===== src/hw/irq_agg_defs.svh =====
`ifndef IRQ_AGG_DEFS_SVH
`define IRQ_AGG_DEFS_SVH

// ----------------------------------------------------------------
// Register byte addresses
// ----------------------------------------------------------------
`define OFS_HI_LATCH 16'h2480
`define OFS_PRI_SEL 16'h2484
`define OFS_LO_LATCH 16'h2488
`define OFS_RISE_EN 16'h248c
`define OFS_FALL_EN 16'h2490

// ----------------------------------------------------------------
// Sizes, fields and reset values
// ----------------------------------------------------------------
`define NUM_SOURCES 32
`define RISE_ONLY_MASK 32'h000003ff
`define GTN_BIT 9
`define RST_PRI_SEL 32'h00000000
`define RST_RISE_EN 32'h00000000
`define RST_FALL_EN 32'h00000000
`define RST_LATCH 32'h00000000

`endif


===== src/hw/irq_agg_pkg.sv =====
package irq_agg_pkg;

  typedef logic [31:0] word_t;

  typedef enum {
    SEL_NONE,
    SEL_HI,
    SEL_PRI,
    SEL_LO,
    SEL_RISE,
    SEL_FALL
  } reg_sel_t;

endpackage : irq_agg_pkg


===== src/hw/audio_irq_aggregator.sv =====
`timescale 1ns/1ps
`include "irq_agg_defs.svh"
module audio_irq_aggregator #(
  parameter int NSRC = `NUM_SOURCES,
  parameter logic [31:0] RISE_ONLY = `RISE_ONLY_MASK,
  parameter int GTN = `GTN_BIT
) (
  input wire logic ref_clk,
  input wire logic sys_rst,
  input wire logic [NSRC-1:0] audioIrqSrc,
  input wire logic hsel,
  input wire logic [31:0] haddr,
  input wire logic [1:0] htrans,
  input wire logic hwrite,
  input wire logic [2:0] hsize,
  input wire irq_agg_pkg::word_t hwdata,
  input wire logic hready,
  output logic hreadyout,
  output irq_agg_pkg::word_t hrdata,
  output logic hresp,
  output logic irqHigh,
  output logic irqLow
);
  import irq_agg_pkg::*;

  // ----------------------------------------------------------------
  // State
  // ----------------------------------------------------------------
  word_t priSel_r;
  word_t riseEn_r;
  word_t fallEn_r;
  word_t hiLatch_r;
  word_t loLatch_r;
  word_t hiLatch_nxt;
  word_t loLatch_nxt;
  word_t rdData;
  logic wrPend_r;
  reg_sel_t wrSel_r;
  logic readyOut_r;
  logic respErr_r;
  word_t rdData_r;
  logic irqHigh_r;
  logic irqLow_r;

  logic [NSRC-1:0] srcLevel;
  logic [NSRC-1:0] risePulse;
  logic [NSRC-1:0] fallPulse;
  word_t lvlW;
  word_t riseW;
  word_t fallW;
  word_t srcEvt;
  word_t hiEvt;
  word_t loEvt;
  word_t keepMask;

  // ----------------------------------------------------------------
  // Source sensing
  // ----------------------------------------------------------------
  src_edge_sense #(
    .W(NSRC)
  ) u_sense (
    .ref_clk(ref_clk),
    .sys_rst(sys_rst),
    .srcPin(audioIrqSrc),
    .srcLevel(srcLevel),
    .risePulse(risePulse),
    .fallPulse(fallPulse)
  );

  // One configuration bit per source in each register
  assign lvlW = 32'(srcLevel);
  assign riseW = 32'(risePulse);
  assign fallW = 32'(fallPulse);

  // Falling edges masked off for rise-only sources
  assign srcEvt = (riseW & riseEn_r) |
    (fallW & fallEn_r & ~RISE_ONLY);

  // Steer each event to one priority
  assign hiEvt = srcEvt & priSel_r;
  assign loEvt = srcEvt & ~priSel_r;

  // Threshold bit is level-like and not read-cleared
  assign keepMask = 32'h00000001 << GTN;

  // ----------------------------------------------------------------
  // Bus decode
  // ----------------------------------------------------------------
  function automatic reg_sel_t decode(input logic [31:0] a);
    reg_sel_t s;
    s = SEL_NONE;
    if (a[1:0] == 2'h0) begin
      unique case (a[15:0])
        `OFS_HI_LATCH: s = SEL_HI;
        `OFS_PRI_SEL: s = SEL_PRI;
        `OFS_LO_LATCH: s = SEL_LO;
        `OFS_RISE_EN: s = SEL_RISE;
        `OFS_FALL_EN: s = SEL_FALL;
        default: s = SEL_NONE;
      endcase
    end
    return s;
  endfunction : decode

  // Read-clear latch update: a set in the clearing cycle wins
  function automatic word_t latch_next(input word_t cur, input word_t evt,
      input logic clr, input word_t lvl, input word_t keep);
    word_t kept;
    kept = clr ? (cur & keep) : cur;
    // Threshold bit falls away with its cause
    kept = kept & (~keep | lvl);
    return kept | evt;
  endfunction : latch_next

  logic addrAccept;
  reg_sel_t addrSel;
  logic rdHi;
  logic rdLo;

  assign addrAccept = hsel & hready & htrans[1];
  assign addrSel = decode(haddr);
  assign rdHi = addrAccept & ~hwrite & (addrSel == SEL_HI);
  assign rdLo = addrAccept & ~hwrite & (addrSel == SEL_LO);

  always_comb begin
    unique case (addrSel)
      SEL_HI: rdData = hiLatch_r;
      SEL_PRI: rdData = priSel_r;
      SEL_LO: rdData = loLatch_r;
      SEL_RISE: rdData = riseEn_r;
      SEL_FALL: rdData = fallEn_r;
      SEL_NONE: rdData = 32'h00000000;
    endcase
  end

  // Read clears at the address-phase edge; data already captured
  assign hiLatch_nxt = latch_next(hiLatch_r, hiEvt, rdHi, lvlW,
    keepMask);
  assign loLatch_nxt = latch_next(loLatch_r, loEvt, rdLo, lvlW,
    keepMask);

  // ----------------------------------------------------------------
  // Registers
  // ----------------------------------------------------------------
  always_ff @(posedge ref_clk) begin
    if (sys_rst) begin
      wrPend_r <= 1'b0;
      wrSel_r <= SEL_NONE;
      rdData_r <= 32'h00000000;
    end else begin
      wrPend_r <= addrAccept & hwrite;
      wrSel_r <= addrSel;
      rdData_r <= (addrAccept & ~hwrite) ? rdData : 32'h00000000;
    end
  end

  // Writes land at the end of the data phase; latches ignore them
  always_ff @(posedge ref_clk) begin
    if (sys_rst) begin
      priSel_r <= `RST_PRI_SEL;
      riseEn_r <= `RST_RISE_EN;
      fallEn_r <= `RST_FALL_EN;
    end else if (wrPend_r) begin
      if (wrSel_r == SEL_PRI) priSel_r <= hwdata;
      if (wrSel_r == SEL_RISE) riseEn_r <= hwdata;
      if (wrSel_r == SEL_FALL) fallEn_r <= hwdata;
    end
  end

  always_ff @(posedge ref_clk) begin
    if (sys_rst) begin
      hiLatch_r <= `RST_LATCH;
      loLatch_r <= `RST_LATCH;
      irqHigh_r <= 1'b0;
      irqLow_r <= 1'b0;
    end else begin
      hiLatch_r <= hiLatch_nxt;
      loLatch_r <= loLatch_nxt;
      irqHigh_r <= |hiLatch_nxt;
      irqLow_r <= |loLatch_nxt;
    end
  end

  // Zero wait states: every transfer completes in one data phase
  always_ff @(posedge ref_clk) begin
    if (sys_rst) begin
      readyOut_r <= 1'b0;
      respErr_r <= 1'b0;
    end else begin
      readyOut_r <= 1'b1;
      respErr_r <= 1'b0;
    end
  end

  assign hreadyout = readyOut_r;
  assign hrdata = rdData_r;
  assign hresp = respErr_r;
  assign irqHigh = irqHigh_r;
  assign irqLow = irqLow_r;
endmodule : audio_irq_aggregator


===== src/hw/src_edge_sense.sv =====
`timescale 1ns/1ps
module src_edge_sense #(
  parameter int W = 32
) (
  input wire logic ref_clk,
  input wire logic sys_rst,
  input wire logic [W-1:0] srcPin,
  output logic [W-1:0] srcLevel,
  output logic [W-1:0] risePulse,
  output logic [W-1:0] fallPulse
);

  logic [W-1:0] meta_r;
  logic [W-1:0] sync_r;
  logic [W-1:0] prev_r;

  // ----------------------------------------------------------------
  // Two-stage synchroniser, then one stage of history
  // ----------------------------------------------------------------
  always_ff @(posedge ref_clk) begin
    if (sys_rst) begin
      meta_r <= '0;
      sync_r <= '0;
      prev_r <= '0;
    end else begin
      meta_r <= srcPin;
      sync_r <= meta_r;
      prev_r <= sync_r;
    end
  end

  assign srcLevel = sync_r;
  assign risePulse = sync_r & ~prev_r;
  assign fallPulse = ~sync_r & prev_r;

endmodule : src_edge_sense

===== config.mk =====
export PLATFORM = sky130hd
export DESIGN_NAME = audio_irq_aggregator
export DESIGN_NICKNAME = d
export VERILOG_FILES = /design/src/hw/irq_agg_pkg.sv /design/src/hw/audio_irq_aggregator.sv /design/src/hw/src_edge_sense.sv
export VERILOG_INCLUDE_DIRS = /design/src /design/src/hw
export SDC_FILE = /design/constraint.sdc
export NUM_CORES = 1
export LEC_CHECK = 0
export BUFFER_PORTS_ARGS = -buffer_cell sky130_fd_sc_hd__buf_2
export CAP_MARGIN = 10
export CORE_MARGIN = 3
export CORE_UTILIZATION = 30
export CTS_CLUSTER_DIAMETER = 60
export DETAILED_ROUTE_END_ITERATION = 10
export PLACE_DENSITY = 0.46
export SLEW_MARGIN = 10
export SYNTH_ARGS = -nofsm -noshare
export SYNTH_HDL_FRONTEND = slang
export SYNTH_SLANG_ARGS = --single-unit
export TNS_END_PERCENT = 10

===== constraint.sdc =====
create_clock -name ref_clk -period 2.1 [get_ports ref_clk]
set_clock_uncertainty 0.2 [all_clocks]
set_input_delay 0.525 -clock ref_clk [delete_from_list [all_inputs] [get_ports ref_clk]]
set_output_delay 0.525 -clock ref_clk [all_outputs]
set_load 0.01 [all_outputs]

==> results.json <==
{
  "syn-cell-area_sq_mm": 0.0109,
  "synth_cells": 1236,
  "dpl_worst_slack_ps": -400,
  "r2r-start": "u_sense.srcLevel[2]",
  "cts_tree": "yes",
  "cp.required_ps": 2250,
  "clkSlewWorstSetupHoldPaths_ps": 60,
  "finalPower_mw": 12.1,
  "clk-insertion-delay-late_ps": 500,
  "die-area_sq_mm": 0.0386,
  "reg2reg_depth": 7,
  "start_util_pct": 30.5,
  "slew_viol_final": 0,
  "layout_common_cells": "dfxtp_1, nand2_1, a21oi_1",
  "core_area_sq_mm": 0.0357,
  "yosys_warnings": 0,
  "start_kind": "flip-flop",
  "worst_r2r_endpoint": "irqLow",
  "ys_types": 48,
  "async_reset_ff_share_pct": 0,
  "min_to": "u_sense.meta_r[30]",
  "gp_congestion": 0.787,
  "crit_type": "reg2reg",
  "fin_crit_sh_pct": 97.4,
  "clock.fmax_ghz": 0.489,
  "syn_nets": 1342,
  "drtAntennaViolNets": 0,
  "place_hpwl_microns": 22600,
  "status": "completed",
  "cts_buffers": 37,
  "hold_class": "in2reg",
  "portBuffers": 120,
  "regArea_sq_mm": 0.00591,
  "synth-edff-count": 0,
  "maxCapViolCount": 0,
  "p_seq_share_pct": 47.0,
  "ios": 142,
  "area_growth_pct": 27.1,
  "multi_input_area_sq_mm": 0.00478,
  "p_int_mw": 9.59,
  "routed_via_density": 4.96,
  "swShare_pct": 21.1,
  "period_needed_ps": 2040,
  "grt_pass1_wl_microns": 53400,
  "end_kind": "flip-flop",
  "leakage_nw": 5.02,
  "worst_pin_slew_ps": 662,
  "reg2reg_slack_ps": 60,
  "overflow": 0,
  "track_usage_pct": 17.6,
  "die_h_microns": 197,
  "antenna_found_initial": 1,
  "layout-drive-gt1-share_pct": 19.4,
  "peakVddDrop_v": 0.000414,
  "fp.dieW_microns": 197,
  "cts.path.max_buffers": 3,
  "nets": 1497,
  "vias": 9309,
  "postCtsHoldBufs": 0,
  "final_common_cell": "dfxtp_1",
  "drtPass1Iterations": 5,
  "whs_path_depth": 2,
  "arrival_ps": 2190,
  "yosys_most_used_dff": "dfxtp_1",
  "first_iter_violations": 660,
  "wl_per_cell_microns": 18.5,
  "hold_start": "audioIrqSrc[30]",
  "final_hold_viol_count": 0,
  "max_slew_margin_pct": 55.3,
  "clkSinkCount": 295,
  "setup_viol": 0,
  "routed_wl_microns": 34700,
  "grt_max_degree": 96,
  "cts.htree.levels": 2,
  "clock-root-buffer": "clkbuf_16",
  "synth_seq_cells": 295,
  "crit_fanout": 2,
  "comb_power_share_pct": 2.6,
  "p_clk_share_pct": 50.4,
  "syn_area_per_cell_sq_um": 8.81,
  "rows": 69,
  "fin_ws_ps": 55.3,
  "ys_seq_area_share_pct": 54.2,
  "power.density_mw_per_mm2": 877,
  "p_switching_mw": 2.56,
  "fillers": 3622,
  "grt_pass1_vias": 9067,
  "rsz0062_at_grt": "yes",
  "diodes": 0,
  "drc": 0
}
[repair_timing]
item | CTS | global route
setup endpoints to repair | 2 | 2
pin swaps | 3 | 1
gates resized for setup | 17 | 4
buffers inserted | 1 | 0
cloned | 0 | 0
hold endpoints to repair | 0 | 0
[stage by stage]
stage                     instance area, sq um  instances  util, %  hold slack (ps)  setup TNS (ps)
after floorplan                          10900       1236        -              214           -6710
after global placement                   12500       1812     35.1              215          -25900
after detailed placement                 12500       1812     35.1              220          -29110
after CTS                                13800       1876     38.8             10.2               0
after global routing                     13800       1876     38.8             18.9           -41.3
final                                    13800       1876     38.8             29.9               0
[kinds of logic after synthesis]
group | share of synthesized area (%)
other | 0.0344
and+or+nand+nor | 23.9
AOI/OAI and AO/OA | 18.6
buffers and inverters | 3.31
DFF | 54.2
[power by group through the flow]
stage                     registers (mW)  logic (mW)  clock network [mW]
final                               5.70       0.321                6.12
after global routing                5.71       0.354                6.51
after CTS                           5.70       0.327                6.28
after detailed placement            5.82       0.322                   0
after global placement              5.82       0.322                   0
after floorplan                     5.81       0.150                   0
[synth_stat cells, types with 12 or more instances]
cell type	instances	area share (%)
inv_1	12	0.41
a221oi_1	33	2.7
a22oi_1	43	3.0
o21ai_0	37	1.7
nor2_1	49	1.7
a21oi_1	185	8.5
nor4_1	20	1.1
nand2_1	245	8.4
nand3b_1	29	2.0
nor2b_1	112	6.4
clkbuf_1	73	2.5
dfxtp_1	295	54
[area by class of cell]
class / instances / area share [%]
clock buffer: 54 / 7.73
clock inverter: 9 / 0.777
inverter: 12 / 0.325
multi-input combinational: 849 / 34.5
sequential: 295 / 42.7
tap: 461 / 4.17
timing repair buffer: 196 / 9.79
[state kept, by name, indices dropped and copies added (netlist names)]
name,cells
priSel_r,32
hreadyout,1
riseEn_r,32
fallEn_r,32
wrSel_r,3
wrPend_r,1
hrdata,32
u_sense.prev_r,32
hiLatch_r,32
u_sense.meta_r,32
irqLow,1
irqHigh,1
u_sense.srcLevel,32
loLatch_r,32
[per-layer routing]
| layer | wire [microns] | global-route usage [%] | vias to the layer above |
|---|---|---|---|
| met4 | 566 | 3.80 | 2 |
| met3 | 1600 | 2.77 | 43 |
| met1 | 16000 | 24.1 | 4432 |
| met5 | 11 | 0 | - |
| met2 | 16500 | 29.5 | 207 |
| li1 | - | - | 4625 |
[worst max-delay path, stage by stage (launching register included)]
cell       delay, ps
dfxtp_2          330
nor4bb_4         180
a2111oi_4        360
buf_4            190
o221ai_2         100
nor4_4           250
buf_4            180
a41oi_4          100
[worst max-delay path by stage]
| stage | startpoint | endpoint | slack [ps] | depth (start not counted) |
|---|---|---|---|---|
| floorplan | haddr[5] | hiLatch_r[20] | -170 | 7 |
| global placement | u_sense.srcLevel[5] | irqLow | -420 | 7 |
| detailed placement | haddr[5] | hiLatch_r[20] | -400 | 7 |
| CTS | u_sense.srcLevel[3] | irqLow | 30 | 7 |
| global route | u_sense.srcLevel[2] | irqLow | -40 | 7 |
| finish | u_sense.srcLevel[2] | irqLow | 60 | 7 |
Power figures use the tool's default switching activity.
